[config.mk]
export PLATFORM = sky130hd
export DESIGN_NAME = dtr_debug_trace
export DESIGN_NICKNAME = d
export VERILOG_FILES = /design/src/dtr_pkg.sv /design/src/dtr_debug_trace.sv
export SDC_FILE = /design/constraint.sdc
export NUM_CORES = 1
export LEC_CHECK = 0
export ABC_AREA = 1
export BUFFER_PORTS_ARGS = -buffer_cell sky130_fd_sc_hd__buf_2
export CORE_UTILIZATION = 55
export DETAILED_ROUTE_END_ITERATION = 12
export HOLD_SLACK_MARGIN = 0.02
export PLACE_DENSITY = 0.74
export SLEW_MARGIN = 10
export SYNTH_ARGS = -nofsm -noshare
export SYNTH_HDL_FRONTEND = slang
export SYNTH_SLANG_ARGS = --single-unit
[constraint.sdc]
create_clock -name core_clk -period 3.5 [get_ports core_clk]
set_input_delay 0.7 -clock core_clk [delete_from_list [all_inputs] [get_ports core_clk]]
set_output_delay 0.7 -clock core_clk [all_outputs]
set_load 0.005 [all_outputs]
[src/dtr_pkg.sv]
/*
 * dtr_pkg: shared constants for the debug/trace register front end.
 * assumes: byte-wide register port, 16-bit cpu addresses, one bus clock.
 */
package dtr_pkg;
  // ==========================================================
  // register offsets (byte addresses inside the debug block)
  localparam logic [3:0] OFF_CMP_A_HIGH  = 4'h0;
  localparam logic [3:0] OFF_CMP_A_LOW   = 4'h1;
  localparam logic [3:0] OFF_CMP_B_HIGH  = 4'h2;
  localparam logic [3:0] OFF_CMP_B_LOW   = 4'h3;
  localparam logic [3:0] OFF_TRACE_HIGH  = 4'h4;
  localparam logic [3:0] OFF_TRACE_LOW   = 4'h5;
  localparam logic [3:0] OFF_DEBUG_CTRL  = 4'h6;
  localparam logic [3:0] OFF_FORCE_RESET = 4'ha;

  // ==========================================================
  // debug_control field positions
  localparam int BIT_ENABLE    = 7;
  localparam int BIT_ARM       = 6;
  localparam int BIT_TAG       = 5;
  localparam int BIT_BRK_EN    = 4;
  localparam int BIT_A_DIR_VAL = 3;
  localparam int BIT_A_DIR_EN  = 2;
  localparam int BIT_B_DIR_VAL = 1;
  localparam int BIT_B_DIR_EN  = 0;
  // forced_reset_request field
  localparam int BIT_FORCE_RESET = 0;

  // ==========================================================
  // reset values and sizes
  localparam logic [7:0] RST_BYTE     = 8'h00;
  localparam logic [7:0] ZERO_BYTE    = 8'h00;
  localparam int         TRACE_DEPTH  = 8;
  localparam int         STAGE_DEPTH  = 32;
  // staged sample: {fetch, rw, data[7:0], addr[15:0]}
  localparam int         SAMPLE_W     = 26;
endpackage : dtr_pkg

[src/dtr_debug_trace.sv]
/*
 * dtr_debug_trace: debug comparators, trace buffer readout, control and
 * forced-reset registers, plus the staging fifo for monitored bus samples.
 * assumes: all inputs come from logic on core_clk; the register port carries
 * both cpu and serial-background accesses, told apart by acc_from_bdc.
 */
// What this block does
// cpu writes to the forced-reset register are ignored; only background writes act.
// reading the forced-reset register always returns zero.
// background write of one to bit 0 forces a full mcu reset.
// comparator bytes reset to zero, always readable, writable only while unarmed.
// each comparator matches a 16-bit value built from high and low bytes.
// trace high and low registers are read-only; writes do nothing.
// in event-only modes only low byte is stored; high reads zero.
// high-byte read keeps position; low-byte read advances to next word.
// reader fetches high byte then low byte; event bytes need only low reads.
// while armed, low-byte reads do not advance the trace buffer.
// reader should not read trace data while still armed.
// unarmed low-byte read stores last fetched opcode address in last slot.
// unarmed, buffer is an eight-deep delay line: ninth read returns first.
// debug control is readable and writable regardless of arm state.
// bit 7 enables debug; cannot be set while the mcu is secure.
// bit 6 arms; clears on run completion or written zero to it or enable.
// bit 5 picks force (0) or tag (1) break requests when breaks enabled.
// bit 4 makes triggers request breaks: end on trigger, begin on buffer full.
// bit 2 qualifies comparator a by direction: bit 3 zero write, one read.
// bit 0 qualifies comparator b by direction: bit 1 zero write, one read.
// debug registers sit in the normal map, reachable by application code.
// a run completes when full for begin trace, or on trigger for end trace.
// the forced-reset bit holds no state; it only pulses a reset request.
`timescale 1ns/1ps
`default_nettype none

// ============================================================
// staging fifo
module dtr_stage_fifo #(
  parameter int WIDTH = dtr_pkg::SAMPLE_W,
  parameter int DEPTH = dtr_pkg::STAGE_DEPTH
) (
  input  wire logic             core_clk,
  input  wire logic             resetn,
  input  wire logic             in_valid,
  output logic                  in_ready,
  input  wire logic [WIDTH-1:0] in_data,
  output logic                  out_valid,
  input  wire logic             out_ready,
  output logic      [WIDTH-1:0] out_data
);
  localparam int AW = $clog2(DEPTH);

  logic [WIDTH-1:0] mem [DEPTH];
  logic [AW-1:0]    wr_ptr_reg, wr_ptr_next;
  logic [AW-1:0]    rd_ptr_reg, rd_ptr_next;
  logic [AW:0]      count_reg,  count_next;
  logic             room_reg,   room_next;
  logic             push;
  logic             pop;

  always_comb begin
    push        = in_valid && room_reg;
    pop         = out_ready && (count_reg != '0);
    wr_ptr_next = push ? wr_ptr_reg + 1'b1 : wr_ptr_reg;
    rd_ptr_next = pop ? rd_ptr_reg + 1'b1 : rd_ptr_reg;
    count_next  = count_reg;
    if (push && !pop) begin
      count_next = count_reg + 1'b1;
    end else if (pop && !push) begin
      count_next = count_reg - 1'b1;
    end
    // ready is kept in a flop so the upstream port sees no logic
    room_next = (count_next != (AW+1)'(DEPTH));
  end

  always_ff @(posedge core_clk) begin
    if (!resetn) begin
      wr_ptr_reg <= '0;
      rd_ptr_reg <= '0;
      count_reg  <= '0;
      room_reg   <= 1'b1;
    end else begin
      wr_ptr_reg <= wr_ptr_next;
      rd_ptr_reg <= rd_ptr_next;
      count_reg  <= count_next;
      room_reg   <= room_next;
    end
    if (push) begin
      mem[wr_ptr_reg] <= in_data;
    end
  end

  assign in_ready  = room_reg;
  assign out_valid = (count_reg != '0);
  assign out_data  = mem[rd_ptr_reg];
endmodule : dtr_stage_fifo

// ============================================================
// top
module dtr_debug_trace #(
  parameter int TRACE_DEPTH = dtr_pkg::TRACE_DEPTH,
  parameter int STAGE_DEPTH = dtr_pkg::STAGE_DEPTH
) (
  input  wire logic        core_clk,
  input  wire logic        resetn,
  // register port
  input  wire logic        acc_rd,
  input  wire logic        acc_wr,
  input  wire logic        acc_from_bdc,
  input  wire logic [3:0]  acc_addr,
  input  wire logic [7:0]  acc_wdata,
  output logic      [7:0]  acc_rdata,
  output logic             acc_rvalid,
  // monitored cpu bus samples
  input  wire logic        mon_valid,
  output logic             mon_ready,
  input  wire logic [15:0] mon_addr,
  input  wire logic [7:0]  mon_data,
  input  wire logic        mon_rw,
  input  wire logic        mon_fetch,
  // mode inputs
  input  wire logic        mcu_secure,
  input  wire logic        trace_begin_mode,
  input  wire logic        event_only_mode,
  // outputs
  output logic             force_reset_pulse,
  output logic             break_req,
  output logic             break_tag,
  output logic             run_active_flag
);
  localparam int CW = $clog2(TRACE_DEPTH + 1);

  // ==========================================================
  // staging fifo between bus monitor and trace capture
  logic                         stg_valid;
  logic                         stg_ready;
  logic [dtr_pkg::SAMPLE_W-1:0] stg_data;
  logic                         stg_in_ready;

  dtr_stage_fifo #(
    .WIDTH (dtr_pkg::SAMPLE_W),
    .DEPTH (STAGE_DEPTH)
  ) u_stage (
    .core_clk  (core_clk),
    .resetn    (resetn),
    .in_valid  (mon_valid),
    .in_ready  (stg_in_ready),
    .in_data   ({mon_fetch, mon_rw, mon_data, mon_addr}),
    .out_valid (stg_valid),
    .out_ready (stg_ready),
    .out_data  (stg_data)
  );
  assign mon_ready = stg_in_ready;

  // ==========================================================
  // state
  logic [7:0]  cmp_a_high_reg, cmp_a_high_next;
  logic [7:0]  cmp_a_low_reg,  cmp_a_low_next;
  logic [7:0]  cmp_b_high_reg, cmp_b_high_next;
  logic [7:0]  cmp_b_low_reg,  cmp_b_low_next;
  logic [7:0]  ctrl_reg,       ctrl_next;
  logic [15:0] trace_reg [TRACE_DEPTH];
  logic [15:0] trace_next [TRACE_DEPTH];
  logic [CW-1:0] stored_reg,   stored_next;
  logic        capturing_reg,  capturing_next;
  logic [15:0] last_fetch_reg, last_fetch_next;
  logic [7:0]  rdata_reg,      rdata_next;
  logic        rvalid_reg,     rvalid_next;
  logic        force_reg,      force_next;
  logic        brk_reg,        brk_next;
  logic        tag_reg,        tag_next;

  // sample fields
  logic [15:0] s_addr;
  logic [7:0]  s_data;
  logic        s_rw;
  logic        s_take;
  logic        match_a;
  logic        match_b;
  logic        trigger;
  logic        do_store;
  logic [15:0] store_word;
  logic        run_done;
  logic        low_read;
  logic        cpu_wr;
  logic        new_en;

  function automatic logic cmp_hit(input logic [15:0] addr, input logic [7:0] hi,
                                   input logic [7:0] lo, input logic rw,
                                   input logic dir_en, input logic dir_val);
    cmp_hit = (addr == {hi, lo}) && (!dir_en || (rw == dir_val));
  endfunction : cmp_hit

  // the capture side stalls the fifo while a trace-low read shifts the
  // buffer, so both never move it in one cycle
  assign low_read  = acc_rd && (acc_addr == dtr_pkg::OFF_TRACE_LOW);
  assign stg_ready = !low_read;

  // ==========================================================
  // next-state
  always_comb begin
    cmp_a_high_next = cmp_a_high_reg;
    cmp_a_low_next  = cmp_a_low_reg;
    cmp_b_high_next = cmp_b_high_reg;
    cmp_b_low_next  = cmp_b_low_reg;
    ctrl_next       = ctrl_reg;
    trace_next      = trace_reg;
    stored_next     = stored_reg;
    capturing_next  = capturing_reg;
    last_fetch_next = last_fetch_reg;
    rdata_next      = rdata_reg;
    rvalid_next     = acc_rd;
    force_next      = 1'b0;
    brk_next        = 1'b0;
    tag_next        = tag_reg;

    s_addr  = stg_data[15:0];
    s_data  = stg_data[23:16];
    s_rw    = stg_data[24];
    s_take  = stg_valid && stg_ready;
    // 16-bit compare value from the two byte registers, see
    match_a = cmp_hit(s_addr, cmp_a_high_reg, cmp_a_low_reg, s_rw,
                      ctrl_reg[dtr_pkg::BIT_A_DIR_EN],
                      ctrl_reg[dtr_pkg::BIT_A_DIR_VAL]);
    match_b = cmp_hit(s_addr, cmp_b_high_reg, cmp_b_low_reg, s_rw,
                      ctrl_reg[dtr_pkg::BIT_B_DIR_EN],
                      ctrl_reg[dtr_pkg::BIT_B_DIR_VAL]);
    trigger = ctrl_reg[dtr_pkg::BIT_ARM] && s_take &&
              (event_only_mode ? match_b : (match_a || match_b));

    if (s_take && stg_data[25]) begin
      last_fetch_next = s_addr;
    end

    // event-only stores the data byte with a zero high half, see
    store_word = event_only_mode ? {dtr_pkg::ZERO_BYTE, s_data} : s_addr;
    do_store   = 1'b0;
    run_done   = 1'b0;
    if (ctrl_reg[dtr_pkg::BIT_ARM]) begin
      if (trace_begin_mode || event_only_mode) begin
        // begin trace: trigger opens capture, a full buffer ends the run
        if (trigger) begin
          capturing_next = 1'b1;
        end
        do_store = s_take && (capturing_reg || trigger) &&
                   (!event_only_mode || match_b);
        if (do_store && (stored_reg == CW'(TRACE_DEPTH - 1))) begin
          run_done = 1'b1;
        end
      end else begin
        // end trace: circular capture until the trigger
        do_store = s_take;
        run_done = trigger;
      end
    end

    if (do_store) begin
      for (int i = 0; i < TRACE_DEPTH - 1; i++) begin
        trace_next[i] = trace_reg[i+1];
      end
      trace_next[TRACE_DEPTH-1] = store_word;
      if (stored_reg != CW'(TRACE_DEPTH)) begin
        stored_next = stored_reg + 1'b1;
      end
    end

    if (run_done) begin
      ctrl_next[dtr_pkg::BIT_ARM] = 1'b0;
      capturing_next = 1'b0;
      brk_next = ctrl_reg[dtr_pkg::BIT_BRK_EN];
      tag_next = ctrl_reg[dtr_pkg::BIT_TAG];
    end

    // low read shifts only when unarmed, refilling the tail, see
    if (low_read && !ctrl_reg[dtr_pkg::BIT_ARM]) begin
      for (int i = 0; i < TRACE_DEPTH - 1; i++) begin
        trace_next[i] = trace_reg[i+1];
      end
      trace_next[TRACE_DEPTH-1] = last_fetch_reg;
    end

    // register writes
    cpu_wr = acc_wr && !acc_from_bdc;
    new_en = acc_wdata[dtr_pkg::BIT_ENABLE] && !mcu_secure;
    if (acc_wr) begin
      if (acc_addr == dtr_pkg::OFF_FORCE_RESET) begin
        // pulse only, nothing stored, see
        force_next = acc_from_bdc && acc_wdata[dtr_pkg::BIT_FORCE_RESET];
      end else if (ctrl_reg[dtr_pkg::BIT_ARM]) begin
        if (acc_addr == dtr_pkg::OFF_DEBUG_CTRL) begin
          ctrl_next = {new_en, acc_wdata[6] && new_en, acc_wdata[5:0]};
        end
      end else if (acc_addr == dtr_pkg::OFF_CMP_A_HIGH) begin
        cmp_a_high_next = acc_wdata;
      end else if (acc_addr == dtr_pkg::OFF_CMP_A_LOW) begin
        cmp_a_low_next = acc_wdata;
      end else if (acc_addr == dtr_pkg::OFF_CMP_B_HIGH) begin
        cmp_b_high_next = acc_wdata;
      end else if (acc_addr == dtr_pkg::OFF_CMP_B_LOW) begin
        cmp_b_low_next = acc_wdata;
      end else if (acc_addr == dtr_pkg::OFF_DEBUG_CTRL) begin
        // arm survives only with enable; writing 0 to either ends the run
        ctrl_next = {new_en, acc_wdata[6] && new_en, acc_wdata[5:0]};
      end
      // trace registers take no writes, see
      if ((acc_addr == dtr_pkg::OFF_DEBUG_CTRL) && new_en &&
          acc_wdata[dtr_pkg::BIT_ARM]) begin
        // arming wins over a run ending in the same cycle; starts fresh run
        stored_next    = '0;
        capturing_next = 1'b0;
      end
    end
    if (cpu_wr && !new_en && (acc_addr == dtr_pkg::OFF_DEBUG_CTRL)) begin
      capturing_next = 1'b0;
    end

    // reads: registers sit in the normal map, see
    if (acc_rd) begin
      if (acc_addr == dtr_pkg::OFF_CMP_A_HIGH) begin
        rdata_next = cmp_a_high_reg;
      end else if (acc_addr == dtr_pkg::OFF_CMP_A_LOW) begin
        rdata_next = cmp_a_low_reg;
      end else if (acc_addr == dtr_pkg::OFF_CMP_B_HIGH) begin
        rdata_next = cmp_b_high_reg;
      end else if (acc_addr == dtr_pkg::OFF_CMP_B_LOW) begin
        rdata_next = cmp_b_low_reg;
      end else if (acc_addr == dtr_pkg::OFF_TRACE_HIGH) begin
        rdata_next = event_only_mode ? dtr_pkg::ZERO_BYTE
                                     : trace_reg[0][15:8];
      end else if (acc_addr == dtr_pkg::OFF_TRACE_LOW) begin
        rdata_next = trace_reg[0][7:0];
      end else if (acc_addr == dtr_pkg::OFF_DEBUG_CTRL) begin
        rdata_next = ctrl_reg;
      end else begin
        rdata_next = dtr_pkg::ZERO_BYTE; // forced reset reads zero, see
      end
    end
  end

  // ==========================================================
  // registers
  always_ff @(posedge core_clk) begin
    if (!resetn) begin
      cmp_a_high_reg <= dtr_pkg::RST_BYTE;
      cmp_a_low_reg  <= dtr_pkg::RST_BYTE;
      cmp_b_high_reg <= dtr_pkg::RST_BYTE;
      cmp_b_low_reg  <= dtr_pkg::RST_BYTE;
      ctrl_reg       <= dtr_pkg::RST_BYTE;
      for (int i = 0; i < TRACE_DEPTH; i++) begin
        trace_reg[i] <= 16'h0000;
      end
      stored_reg     <= '0;
      capturing_reg  <= 1'b0;
      last_fetch_reg <= 16'h0000;
      rdata_reg      <= dtr_pkg::RST_BYTE;
      rvalid_reg     <= 1'b0;
      force_reg      <= 1'b0;
      brk_reg        <= 1'b0;
      tag_reg        <= 1'b0;
    end else begin
      cmp_a_high_reg <= cmp_a_high_next;
      cmp_a_low_reg  <= cmp_a_low_next;
      cmp_b_high_reg <= cmp_b_high_next;
      cmp_b_low_reg  <= cmp_b_low_next;
      ctrl_reg       <= ctrl_next;
      trace_reg      <= trace_next;
      stored_reg     <= stored_next;
      capturing_reg  <= capturing_next;
      last_fetch_reg <= last_fetch_next;
      rdata_reg      <= rdata_next;
      rvalid_reg     <= rvalid_next;
      force_reg      <= force_next;
      brk_reg        <= brk_next;
      tag_reg        <= tag_next;
    end
  end

  assign acc_rdata         = rdata_reg;
  assign acc_rvalid        = rvalid_reg;
  assign force_reset_pulse = force_reg;
  assign break_req         = brk_reg;
  assign break_tag         = tag_reg;
  assign run_active_flag   = ctrl_reg[dtr_pkg::BIT_ARM];
endmodule : dtr_debug_trace
`default_nettype wire

# == Word-level counts from Yosys, hierarchy flattened ==
# Memory sizes are Yosys's and may differ from the RTL's. A register that Yosys moved wholly into a read port is not among the register bits.
# Index checks and enable logic that the tools add are counted.
# word_totals
elab_cells,147
n_memories,1
mem_bits_rw,832
regBits,218
# op_classes
n_bitwise,6
n_eq_ne,18
mux,42
add_sub_neg,5
n_reduce_logical,49
# memory_table
memory,depth,width,read_ports,rd_clocked_by_memory_dff,write_ports,line_no,source
u_stage.mem,32,26,1,1,1,dtr_debug_trace.sv:51,logic [WIDTH-1:0] mem [DEPTH];
# op_table
cell,n
128-bit 2-to-1 mux,2
8-bit 2-to-1 mux,14
16-bit == test,2
1-bit logical AND,22
"4-bit by 3-bit == test with 1-bit output, second input constant",4
16-bit 2-to-1 mux,1
4-bit 2-to-1 mux,4
1-bit 2-to-1 mux,15
7-bit 2-to-1 mux,2
6-bit 2-to-1 mux,2
6-bit AND reduction,2
"5-bit by 1-bit adder with 5-bit output, second input constant",2
1-bit zero test,10
5-bit 2-to-1 mux,2
"4-bit by 2-bit == test with 1-bit output, second input constant",2
"2-bit != test, second input constant",4
7-bit AND reduction,1
"6-bit by 1-bit adder with 6-bit output, second input constant",1
1-bit logical OR,6
"6-bit != test, second input constant",1
1-bit NOT,6
6-bit nonzero test,1
"6-bit by 1-bit subtractor with 6-bit output, second input constant",1
5-bit AND reduction,1
other kinds (11),12

# == Logic depth before layout (Yosys ltp) ==
# depth
depth_word,22
mapped_depth,27

# == Cells and area by module ==
# A second synthesis with hierarchy kept.
# hier_totals
cells_unflattened,3929
hier_area_um2,43653.1
# by_module_without_submodules
module,n_inst,area_each_um2,cells_each
dtr_stage_fifo,1,33998.9,2483
dtr_debug_trace,1,9654.3,1446

# == Worst setup path before layout ==
# OpenSTA, ideal clock, no wires.
# synth_timing
kind,input port to flip-flop
start,input port mon_valid
end,"memory u_stage.mem[15][0] (netlist name), enable pin"
cell_stages,4
setup_ps,442
required_ps,3058
arrival_time_ps,2890
setup_slack_ps,168
path_cell_list,nand2_1 > inv_1 > nand3_1 > nor3_1
# synth_via
elab_chain_len,3
# synth_lines
element,line_no,source
start: declaration,dtr_debug_trace.sv:113,"input wire logic mon_valid,"
1-bit logical AND,dtr_debug_trace.sv:60,push = in_valid && room_reg;
1-bit 2-to-1 mux,dtr_debug_trace.sv:86,if (push) begin
1-bit 2-to-1 mux (not written as such),dtr_debug_trace.sv:87,mem[wr_ptr_reg] <= in_data;
end: declaration,dtr_debug_trace.sv:51,
# No other way between the ends.

==> impl_metrics.tcl <==
set metrics [dict create \
    synthDistinctLibCells 35 \
    vias 31900 \
    setup_viol 0 \
    synthTopCellsByArea "edfxtp_1 59%, dfxtp_1 10%, nand2_1 8.7%, nand3_1 5.9%, o21ai_0 2.7%" \
    irDropWorstVdd_uv 485 \
    setup-tns-final_ns 0 \
    ys_seq_area_frac 0.690 \
    finalNetCount 4084 \
    cts_buffer_depth 3 \
    grt_pass1_wl_mm 176 \
    via_per_inst 6.20 \
    max_stage_delay_ns 0.37 \
    area.growth.synth_to_final_pct 16.1 \
    cts_tree "yes" \
    crit_arrival_ns 4.04 \
    fp.dieW_um 281 \
    first_pass_iters 8 \
    p_per_area_nw_per_um2 690 \
    path_buf_inv 7 \
    first_iter_violations 4646 \
    yosys_warnings 0 \
    synth_common_cells "993 x nand2_1, 832 x edfxtp_1, 501 x nand3_1" \
    largest_register_ffs 832 \
    worstPathMaxFanout 17 \
    status "completed" \
    slew_headroom 0.448 \
    cp-end-kind "flop" \
    cts_buffers 103 \
    grt_pass1_vias 29500 \
    grt_remaining_overflow 0 \
    power_frac_seq 0.407 \
    synth_edf_count 832 \
    path_clk_slew_ns 0.06 \
    finClkSkew_ns 0.0262 \
    cap_violations 0 \
    path_common_cell "nand2_1" \
    whs_ns 0.358 \
    track_usage 0.298 \
    drive_above_1_share 0.122 \
    drcViolationCount 0 \
    regArea_um2 29500 \
    period_share 0.986 \
    path_class "reg -> reg" \
    ant_nets 0 \
    cts_root_buf "clkbuf_16" \
    power.static_leakage_nw 17.4 \
    intPower_mw 23.1 \
    drt-wirelength-per-cell_um 23.9 \
    maxSlewViolCount 0 \
    die-height_um 281 \
    rows 101 \
    syn_area_um2 42700 \
    netlist.area_leader.share 0.585 \
    cp_slowest_cell "dfxtp_4" \
    p_total_mw 34.2 \
    avgSynthCellArea_um2 10.8 \
    clock-sinks 1055 \
    die-area_um2 78700 \
    numPortBuffers 60 \
    rsz0062_at_grt "true" \
    antenna_found_initial 7 \
    yosysTopAreaCell "edfxtp_1" \
    worst_path_dominant_cell_family "simple AND/OR/NAND/NOR gates" \
    synthArstFlopShare 0 \
    total_switching_power_mw 11.1 \
    synth_ff_type "edfxtp_1" \
    syn_nets 3999 \
    ys_seq_elements 1055 \
    worst_pin_slew_ns 0.826 \
    p_comb_frac 0.277 \
    io_pins 61 \
    hold_viol 0 \
    start_kind "flop" \
    post-synth-top-count-cell "nand2_1" \
    required_ns 4.09 \
    clkPwrFrac 0.316 \
    post-route-min-period_ns 3.45 \
    n_fill_cell 5621 \
    fmax_mhz 290 \
    clock_latency_ns 0.67 \
    placed_area_um2 45100 \
    drt-total-wl_mm 123 \
    synth_cells 3942 \
    grt_max_degree 100 \
    place_congestion 0.934 \
    dp_hpwl_mm 66.8 \
    design_area_um2 49600 \
    multi_input_area_um2 12100 \
    htree_levels 3 \
    initial_utilization 0.559 \
    swShare 0.325 \
    core_um2 76300 \
    hold_class "in -> reg" \
]
## kinds of logic (layout without fill, tap and decap cells)
family / Yosys count / count (layout) / synth area share
compound gates: 567 / 567 / 0.0758
simple gates: 1907 / 1907 / 0.190
xor+xnor: 9 / 9 / 0.00185
fa+ha+maj: 10 / 10 / 0.00293
buf+inv: 394 / 562 / 0.0392
flops: 1055 / 1055 / 0.690
other cells: 0 / 5 / 0
## path summary, 6_finish.rpt
check / depth (start not counted) / slack [ns] / end / startpoint
setup / recovery: 25 / 0.05 / trace_reg[53]$_SDFFE_PN0P_ / flop
hold / removal: 3 / 0.36 / cmp_a_high_reg[7]$_SDFFE_PN0P_ / acc_wdata[7]
setup reg to reg: 25 / 0.05 / trace_reg[53]$_SDFFE_PN0P_ / flop
hold reg to reg: 2 / 0.45 / last_fetch_reg[5]$_SDFFE_PN0P_ / last_fetch_reg[5]$_SDFFE_PN0P_
## layout make-up
class | instances | area share
sequential | 1055 | 0.594
multi-input combinational | 2493 | 0.245
clock buffer | 140 | 0.0579
timing repair buffer | 241 | 0.0574
tap | 1030 | 0.0260
inverter | 130 | 0.0107
clock inverter | 48 | 0.00813
timing repair inverter | 3 | 0.000682
antenna | 5 | 0.000252
## what timing repair did
action,CTS,global route
pin swaps,0,5
setup buffers,0,20
gates resized for setup,4,93
setup endpoints to repair,1,134
hold buffers,0,0
gates cloned,0,24
## through the flow
stage               cells  setup slack (ns)   util
floorplan            3942             0.168      -
global placement     4908             0.154  0.591
detailed placement   4908            0.0617  0.591
CTS                  5096            0.0495  0.635
global route         5145           -0.0473  0.649
finish               5145            0.0502  0.649
## layer usage
layer,vias to the layer above,GRT usage,share of wire
met4,4,0.147,0.048
met5,-,0,0.00019
li1,14200,-,-
met2,2050,0.472,0.46
met1,15300,0.394,0.37
met3,408,0.0599,0.12
## layout by cell type (no fill, tap or decap), types with 26 or more instances in the layout
cell type  count
a21oi_1      188
buf_12        51
buf_2         60
buf_4         90
clkbuf_16    123
dfxtp_1      219
edfxtp_1     832
inv_1        121
nand2_1      978
nand3_1      470
nand3_2       26
nand4_1      126
nor2_1       233
nor2_4        31
o21ai_0      228
o221ai_1      62
o22ai_1       36
## power by group through the flow
stage | clock network, mW | registers (mW) | logic (mW)
floorplan | 0 | 14.1 | 5.30
global placement | 0 | 14.2 | 7.87
detailed placement | 0 | 14.2 | 8.05
CTS | 10.8 | 13.9 | 8.15
global route | 11.3 | 13.9 | 10.2
finish | 10.8 | 13.9 | 9.48
## worst reg2reg max path: cells and delay by family, from the launching register on
kind / cells / cell delay, ns
buffers and inverters: 7 / 0.99
DFF: 1 / 0.37
AOI/OAI and AO/OA: 2 / 0.21
and+or+nand+nor: 16 / 1.80
(Power assumes the default switching activity.)
